==> config.mk <==
export PLATFORM = sky130hd
export DESIGN_NAME = ddmas_regs
export DESIGN_NICKNAME = d
export VERILOG_FILES = /design/src/core/ddmas_pkg.sv /design/src/core/ddmas_regs.sv /design/src/core/ddmas_addr_drive.sv
export VERILOG_INCLUDE_DIRS = /design/src /design/src/core
export SDC_FILE = /design/constraint.sdc
export NUM_CORES = 1
export LEC_CHECK = 0
export BUFFER_PORTS_ARGS = -buffer_cell sky130_fd_sc_hd__buf_2
export CORE_MARGIN = 4
export CORE_UTILIZATION = 50
export CTS_CLUSTER_DIAMETER = 100
export DETAILED_ROUTE_END_ITERATION = 16
export PLACE_DENSITY_LB_ADDON = 0.1
export SLEW_MARGIN = 20
export SYNTH_ARGS = -nofsm -noshare
export SYNTH_HDL_FRONTEND = slang
export SYNTH_HIERARCHICAL = 1
export SYNTH_SLANG_ARGS = --single-unit
==> constraint.sdc <==
create_clock -name mclk_i -period 3.9 [get_ports mclk_i]
set_input_delay 1.17 -clock mclk_i [delete_from_list [all_inputs] [get_ports mclk_i]]
set_output_delay 1.17 -clock mclk_i [all_outputs]
set_load 0.05 [all_outputs]
==> src/core/ddmas_defs.svh <==
/*
 Constants for the distributed DMA slave register block: window offsets,
 field positions, reset values and sizes. Assumes inclusion by bare name.
*/
`ifndef DDMAS_DEFS_SVH
`define DDMAS_DEFS_SVH
`define DDMAS_CFG_BASE_OFS 8'h98
`define DDMAS_WIN_RST 16'h0000
`define DDMAS_EN_RST 1'b1
`define DDMAS_AD_RST 24'h000000
`define DDMAS_STAT_REP 4
`define DDMAS_WIN_BITS 4
`define DDMAS_OFS_ADDR_LO 4'h0
`define DDMAS_OFS_ADDR_HI 4'h1
`define DDMAS_OFS_PAGE 4'h2
`define DDMAS_OFS_CNT_LO 4'h4
`define DDMAS_OFS_CNT_HI 4'h5
`define DDMAS_OFS_STAT_CMD 4'h8
`define DDMAS_CMD_DIS_BIT 2
`define DDMAS_ADDR_RST 16'h0000
`define DDMAS_PAGE_RST 8'h00
`define DDMAS_CNT_RST 16'h0000
`define DDMAS_BYTE_ZERO 8'h00
`define DDMAS_STEP8 16'h0001
`define DDMAS_STEP16 16'h0002
`endif

==> src/core/ddmas_pkg.sv <==
/*
 Types for the distributed DMA slave register block.
 Assumes the constants header is compiled alongside.
*/
package ddmas_pkg;
    typedef enum logic [1:0] {
        DDMAS_IDLE_ST = 2'b00,
        DDMAS_ADDR_ST = 2'b01,
        DDMAS_DATA_ST = 2'b10
    } ddmas_state_type;
endpackage

==> src/core/ddmas_regs.sv <==
/*
 Distributed DMA slave register block: 16-byte I/O window with address,
 page, count and status/command registers, the transfer address/count
 update, and address-phase driving of the 24 address bits.
 Assumes byte-wide I/O accesses already qualified by the bus interface, and
 a transfer engine that pulses xfer_start_i and xfer_done_i.
*/
`include "ddmas_defs.svh"
`timescale 1ns/1ps
`default_nettype none
module ddmas_regs
    import ddmas_pkg::*;
#(
    parameter int ADDR_W = 16,
    parameter int PAGE_W = 8
)
(
    input wire logic mclk_i,
    input wire logic reset_n_i,
    input wire logic clk_en_i,
    input wire logic cfg_wr_i,
    input wire logic [7:0] cfg_ofs_i,
    input wire logic [15:0] cfg_wdata_i,
    input wire logic io_rd_i,
    input wire logic io_wr_i,
    input wire logic [15:0] io_addr_i,
    input wire logic [7:0] io_wdata_i,
    input wire logic wide_mode_i,
    input wire logic dreq_i,
    input wire logic xfer_start_i,
    input wire logic xfer_done_i,
    output logic [7:0] io_rdata_o,
    output logic io_hit_o,
    output logic [23:0] ad_o,
    output logic ad_valid_o,
    output logic enabled_o,
    output logic tc_o
);
    logic [15:0] win_base_q, win_base_d;
    logic [ADDR_W-1:0] base_addr_q, base_addr_d;
    logic [ADDR_W-1:0] cur_addr_q, cur_addr_d;
    logic [PAGE_W-1:0] page_q, page_d;
    logic [15:0] base_cnt_q, base_cnt_d;
    logic [15:0] cur_cnt_q, cur_cnt_d;
    logic en_q, en_d;
    logic tc_q, tc_d;
    logic [7:0] rdata_q, rdata_d;
    logic hit_q, hit_d;
    logic adv_q, adv_d;
    ddmas_state_type state_q, state_d;
    logic [`DDMAS_WIN_BITS-1:0] ofs;
    logic in_win;
    logic rd_hit;
    logic wr_hit;
    logic [15:0] step;

    // Window compare; the low nibble selects a register inside it
    function automatic logic win_match(input logic [15:0] a, input logic [15:0] b);
        win_match = (a[15:`DDMAS_WIN_BITS] == b[15:`DDMAS_WIN_BITS]);
    endfunction

    assign in_win = win_match(io_addr_i, win_base_q);
    assign ofs = io_addr_i[`DDMAS_WIN_BITS-1:0];
    assign rd_hit = io_rd_i && in_win;
    assign wr_hit = io_wr_i && in_win;
    // Address and count move by the transfer width, so both share one step
    assign step = wide_mode_i ? `DDMAS_STEP16 : `DDMAS_STEP8;

    // Configuration side: window base
    always_comb
    begin
        win_base_d = win_base_q;
        if (cfg_wr_i && cfg_ofs_i == `DDMAS_CFG_BASE_OFS)
        begin
            win_base_d = {cfg_wdata_i[15:`DDMAS_WIN_BITS], {`DDMAS_WIN_BITS{1'b0}}};
        end
    end

    // Register writes; unlisted offsets and obsolete bits fall through untouched
    always_comb
    begin
        base_addr_d = base_addr_q;
        cur_addr_d = cur_addr_q;
        page_d = page_q;
        base_cnt_d = base_cnt_q;
        cur_cnt_d = cur_cnt_q;
        en_d = en_q;
        // A register byte write in the same cycle as a done wins over the step for that byte only
        if (xfer_done_i && en_q)
        begin
            cur_addr_d = cur_addr_q + ADDR_W'(step);
            cur_cnt_d = cur_cnt_q - step;
        end
        if (wr_hit)
        begin
            if (ofs == `DDMAS_OFS_ADDR_LO)
            begin
                base_addr_d[7:0] = io_wdata_i;
                cur_addr_d[7:0] = io_wdata_i;
            end
            else if (ofs == `DDMAS_OFS_ADDR_HI)
            begin
                base_addr_d[15:8] = io_wdata_i;
                cur_addr_d[15:8] = io_wdata_i;
            end
            else if (ofs == `DDMAS_OFS_PAGE)
            begin
                page_d = io_wdata_i;
            end
            else if (ofs == `DDMAS_OFS_CNT_LO)
            begin
                base_cnt_d[7:0] = io_wdata_i;
                cur_cnt_d[7:0] = io_wdata_i;
            end
            else if (ofs == `DDMAS_OFS_CNT_HI)
            begin
                base_cnt_d[15:8] = io_wdata_i;
                cur_cnt_d[15:8] = io_wdata_i;
            end
            else if (ofs == `DDMAS_OFS_STAT_CMD)
            begin
                // Only the disable bit (bit 2) is stored, inverted as the enable; the rest has no function
                en_d = !io_wdata_i[`DDMAS_CMD_DIS_BIT];
            end
            // Any other offset is reserved: no state changes
        end
    end

    // Terminal count flag: set wins over clear-on-read
    always_comb
    begin
        tc_d = tc_q;
        if (rd_hit && ofs == `DDMAS_OFS_STAT_CMD)
        begin
            tc_d = 1'b0;
        end
        if (xfer_done_i && en_q && cur_cnt_q <= step)
        begin
            tc_d = 1'b1;
        end
    end

    // Read path; legacy layout kept so forwarded writes need no translation
    always_comb
    begin
        rdata_d = `DDMAS_BYTE_ZERO;
        hit_d = rd_hit;
        if (rd_hit)
        begin
            if (ofs == `DDMAS_OFS_ADDR_LO)
            begin
                rdata_d = cur_addr_q[7:0];
            end
            else if (ofs == `DDMAS_OFS_ADDR_HI)
            begin
                rdata_d = cur_addr_q[15:8];
            end
            else if (ofs == `DDMAS_OFS_PAGE)
            begin
                rdata_d = page_q;
            end
            else if (ofs == `DDMAS_OFS_CNT_LO)
            begin
                rdata_d = cur_cnt_q[7:0];
            end
            else if (ofs == `DDMAS_OFS_CNT_HI)
            begin
                rdata_d = cur_cnt_q[15:8];
            end
            else if (ofs == `DDMAS_OFS_STAT_CMD)
            begin
                rdata_d = {{`DDMAS_STAT_REP{dreq_i}}, {`DDMAS_STAT_REP{tc_q}}};
            end
        end
    end

    // Address phase sequencing
    always_comb
    begin
        state_d = state_q;
        adv_d = 1'b0;
        case (state_q)
            DDMAS_IDLE_ST:
            begin
                if (xfer_start_i && en_q)
                begin
                    state_d = DDMAS_ADDR_ST;
                end
            end
            DDMAS_ADDR_ST:
            begin
                adv_d = 1'b1;
                state_d = DDMAS_DATA_ST;
            end
            DDMAS_DATA_ST:
            begin
                if (xfer_done_i)
                begin
                    state_d = DDMAS_IDLE_ST;
                end
            end
            default:
            begin
                state_d = DDMAS_IDLE_ST;
            end
        endcase
    end

    // Window base
    always_ff @(posedge mclk_i or negedge reset_n_i)
    begin
        if (!reset_n_i)
        begin
            win_base_q <= `DDMAS_WIN_RST;
        end
        else if (clk_en_i)
        begin
            win_base_q <= win_base_d;
        end
    end

    // Programmed registers; the enable is kept as a flop so the port needs no inverter
    always_ff @(posedge mclk_i or negedge reset_n_i)
    begin
        if (!reset_n_i)
        begin
            base_addr_q <= `DDMAS_ADDR_RST;
            cur_addr_q <= `DDMAS_ADDR_RST;
            page_q <= `DDMAS_PAGE_RST;
            base_cnt_q <= `DDMAS_CNT_RST;
            cur_cnt_q <= `DDMAS_CNT_RST;
            en_q <= `DDMAS_EN_RST;
        end
        else if (clk_en_i)
        begin
            base_addr_q <= base_addr_d;
            cur_addr_q <= cur_addr_d;
            page_q <= page_d;
            base_cnt_q <= base_cnt_d;
            cur_cnt_q <= cur_cnt_d;
            en_q <= en_d;
        end
    end

    // Terminal count flag
    always_ff @(posedge mclk_i or negedge reset_n_i)
    begin
        if (!reset_n_i)
        begin
            tc_q <= 1'b0;
        end
        else if (clk_en_i)
        begin
            tc_q <= tc_d;
        end
    end

    // Read answer; a frozen clock also freezes the answer on the port
    always_ff @(posedge mclk_i or negedge reset_n_i)
    begin
        if (!reset_n_i)
        begin
            rdata_q <= `DDMAS_BYTE_ZERO;
            hit_q <= 1'b0;
        end
        else if (clk_en_i)
        begin
            rdata_q <= rdata_d;
            hit_q <= hit_d;
        end
    end

    // Address phase sequencer
    always_ff @(posedge mclk_i or negedge reset_n_i)
    begin
        if (!reset_n_i)
        begin
            adv_q <= 1'b0;
            state_q <= DDMAS_IDLE_ST;
        end
        else if (clk_en_i)
        begin
            adv_q <= adv_d;
            state_q <= state_d;
        end
    end

    ddmas_addr_drive u_addr_drive
    (
        .mclk_i(mclk_i),
        .reset_n_i(reset_n_i),
        .clk_en_i(clk_en_i),
        .load_i(state_q == DDMAS_ADDR_ST),
        .wide_i(wide_mode_i),
        .cur_addr_i(cur_addr_q),
        .page_i(page_q),
        .ad_o(ad_o)
    );

    assign io_rdata_o = rdata_q;
    assign io_hit_o = hit_q;
    assign ad_valid_o = adv_q;
    assign enabled_o = en_q;
    assign tc_o = tc_q;
endmodule
`default_nettype wire

==> src/core/ddmas_addr_drive.sv <==
/*
 Address-phase formatter: turns current address and page into the 24 address
 bits for 8-bit or 16-bit transfer mode, registered.
 Assumes the caller strobes load_i in the cycle before the address phase.
*/
`include "ddmas_defs.svh"
`timescale 1ns/1ps
`default_nettype none
module ddmas_addr_drive
(
    input wire logic mclk_i,
    input wire logic reset_n_i,
    input wire logic clk_en_i,
    input wire logic load_i,
    input wire logic wide_i,
    input wire logic [15:0] cur_addr_i,
    input wire logic [7:0] page_i,
    output logic [23:0] ad_o
);
    logic [23:0] ad_q;
    logic [23:0] ad_d;

    always_comb
    begin
        ad_d = ad_q;
        if (load_i)
        begin
            if (wide_i)
            begin
                // Page bit 0 is dropped in wide mode
                ad_d = {page_i[7:1], cur_addr_i, 1'b0};
            end
            else
            begin
                ad_d = {page_i, cur_addr_i};
            end
        end
    end

    always_ff @(posedge mclk_i or negedge reset_n_i)
    begin
        if (!reset_n_i)
        begin
            ad_q <= `DDMAS_AD_RST;
        end
        else if (clk_en_i)
        begin
            ad_q <= ad_d;
        end
    end

    assign ad_o = ad_q;
endmodule
`default_nettype wire

==> reports/metrics.cfg <==
[placement]
pre_cts_ws_ns = 0.4113
portBuffers = 89
place_congestion = 0.8618
dp_hpwl_mm = 11.14

[die]
rows = 37
core_um2 = 10370
die-width_um = 111.3
ios = 94
start_util_pct = 51.42
die-area_um2 = 12380
die_h_um = 111.3

[setup_path]
slowest_stage = or4_1
endpoint_kind = register
crit_arrival_ns = 3.33
crit_family = simple AND/OR/NAND/NOR gates
crit_chain = buf_2, inv_1, ha_1, inv_1, fa_1, or4_1, or3_1, mux2i_1, a22oi_1
cpPeakStageDelay_ns = 0.68
crit_fanout = 7
timing.rr.end = cur_addr_q[14]$_DFFE_PN0P_
rr_startpoint = cur_addr_q[0]$_DFFE_PN0P_
path_class = input pin to register
cp-start-kind = input pin
crit_top_cell = inv_1
path_buf_inv = 3
worstRegToRegCells = 7
critical_path_required_ns = 4.13
r2r_setup_slack_ns = 1.33

[clocking]
clk-insertion-delay-late_ns = 0.38
ctsResizeCount = 0
cts_root_buffer = clkbuf_8
h-tree-depth = 3
cts_setup_buffers = 0
clk_pin_slew_ns = 0.09
clock_sinks = 90
hold_buffers = 0
cts_tree = built
ctsLongestPathBuffers = 2
cts-buffers-inserted = 9

[yosys]
synth_top_area_share_pct = 41.76
netlist_area_um2 = 5333
synth_top_family_by_area = simple AND/OR/NAND/NOR gates
synth_edf_count = 0
syn_avg_cell_area_um2 = 9.839
synth.distinct_cells = 54
synth_fa_ha_area_share_pct = 1.689
yosysMostFrequentCell = dfrtp_1
ys.warnings.count = 6
async_reset_ff_share_pct = 100.0
syn-num-nets = 606
ys_ff_latch = 90
yosys.area_share.simple_pct = 19.19
yosysSeqAreaShare_pct = 42.26
ys_top_cells_by_area = dfrtp_1 42%, mux2i_1 6.0%, mux2_2 5.7%
synth-xor-area-share_pct = 2.393
synth_top_area_cell = dfrtp_1
synth-compound-area-share_pct = 17.03
synth-main-ff-cell = dfrtp_1
synthCells = 542
yosys-top-cells-count = 89 x dfrtp_1, 43 x a21oi_1, 41 x o21ai_0
muxShareOfSynthArea_pct = 12.27

[global_routing]
antenna_found_initial = 0
grt_pass1_vias = 4595
grt-ovfl-total = 0
grt_usage_pct = 24.85
grt_pass1_wl_mm = 24.44
grt_max_degree = 55

[status]
status = finished clean

[final_layout]
regArea_um2 = 2253
nFillCells = 951
final_nets = 690
diodes = 0
area_growth_pct = 13.94
drive_gt1_share_pct = 26.31
multiInputGateArea_um2 = 2810

[sta]
final.setup.tns_ns = 0
min_period_ns = 3.100
max_slew_margin_pct = 48.31
finalHoldViolations = 0
worst_pin_slew_ns = 0.7689
fin_crit_sh_pct = 79.50
worst_slack_ns = 0.7995
setup_violations = 0
max_freq_mhz = 322.5
rsz0062_at_grt = false
skew_ns = 0.01074
maxSlewViolCount = 0

[routing]
drc = 0
drtIter0Drc = 309
first_pass_iters = 5
wl_per_cell_um = 19.60
antenna_left = 0
num_vias = 4655
routed_wl_mm = 15.03
vias_per_cell = 6.069

[pwr]
vdd_ir_drop_max_mv = 0.3074
power_density_nw_per_um2 = 481.5
leakagePower_uw = 0.002711

[worst_hold_path]
holdCritPathClass = register to register
min_to = state_q[0]$_DFFE_PN0P_
min_from = state_q[0]$_DFFE_PN0P_
min_path_cells = 1

[run]
maxCapViolCount = 0

## per-stage QoR
| step | total power, uW | util [%] | hold WS, ns | std cells | cell area [um2] |
|---|---|---|---|---|---|
| 3_5_place_dp | 2327 | 56.85 | 0.4822 | 751 | 5896 |
| 4_1_cts | 2941 | 58.59 | 0.4950 | 767 | 6076 |
| 6_report | 2926 | 58.59 | 0.4944 | 767 | 6076 |
| 2_1_floorplan | 2016 | - | 0.4593 | 542 | 5333 |
| 5_1_grt | 3104 | 58.59 | 0.5197 | 767 | 6076 |
| 3_3_place_gp | 2300 | 56.85 | 0.4700 | 751 | 5896 |
## placed cells by master, fill, tap and decap left out, drive strengths merged, types with 6 or more instances in the layout
master	synthesis	final
a21oi	43	43
or4	8	8
dfrtp	89	89
nor4	15	15
nand3b	6	6
a22oi	18	18
nand2b	6	6
nor3	15	15
xnor2	12	12
nand3	24	24
a32oi	7	7
nand4	12	12
buf	19	104
mux2	29	29
nand2	37	37
o211ai	7	7
clkbuf	12	10
nor2	14	14
o21ai	45	45
inv	27	28
mux2i	32	32
or3	9	9
and2	10	10
## power by group
part	switching, uW	internal, uW	total [uW]	leakage, uW
Combinational	723	315	1040	0.00155
Clock	373	240	613	0.0000846
Sequential	172	1100	1270	0.00107
## worst max-delay path by stage
stage	slack, ns	from	endpoint	cells past startpoint
floorplan	0.64	wide_mode_i	cur_addr_q[14]$_DFFE_PN0P_	9
global placement	0.43	wide_mode_i	cur_addr_q[14]$_DFFE_PN0P_	9
detailed placement	0.41	wide_mode_i	cur_addr_q[14]$_DFFE_PN0P_	9
CTS	0.80	wide_mode_i	cur_addr_q[14]$_DFFE_PN0P_	9
global route	0.67	wide_mode_i	cur_addr_q[14]$_DFFE_PN0P_	9
finish	0.80	wide_mode_i	cur_addr_q[14]$_DFFE_PN0P_	9
## routing by layer
layer | vias to the layer above | track usage, % | wire [um] | share of wire (%)
met3 | 39 | 4.476 | 875 | 5.8
met4 | 0 | 11.44 | 535 | 3.6
met2 | 170 | 40.89 | 7134 | 47
met5 | - | 0 | 0 | 0
li1 | 2178 | - | - | -
met1 | 2268 | 31.80 | 6485 | 43
## logic make-up (layout without fill, tap and decap cells)
family          Yosys count  after routing
simple gates            170            170
compound gates          145            145
flops                    90             90
mux                      61             61
buf+inv                  58            147
xor+xnor                 12             12
fa+ha+maj                 6              6
## flip-flops by register name, summed over array words and instances, names as in the netlist
| signal | count |
|---|---|
| tc_o | 1 |
| cur_cnt_q | 16 |
| state_q | 2 |
| win_base_q | 12 |
| cur_addr_q | 16 |
| ad_valid_o | 1 |
| io_hit_o | 1 |
| u_addr_drive/ad_o | 24 |
| enabled_o | 1 |
| io_rdata_o | 8 |
| page_q | 8 |
## cell type report
class | count | share of cell area, %
Tap cell | 136 | 2.801
Multi-Input combinational cell | 394 | 46.25
Clock inverter | 6 | 0.8649
Sequential cell | 90 | 37.09
Clock buffer | 10 | 2.100
Timing Repair Buffer | 104 | 9.226
Inverter | 27 | 1.668
(Power assumes the default switching activity.)
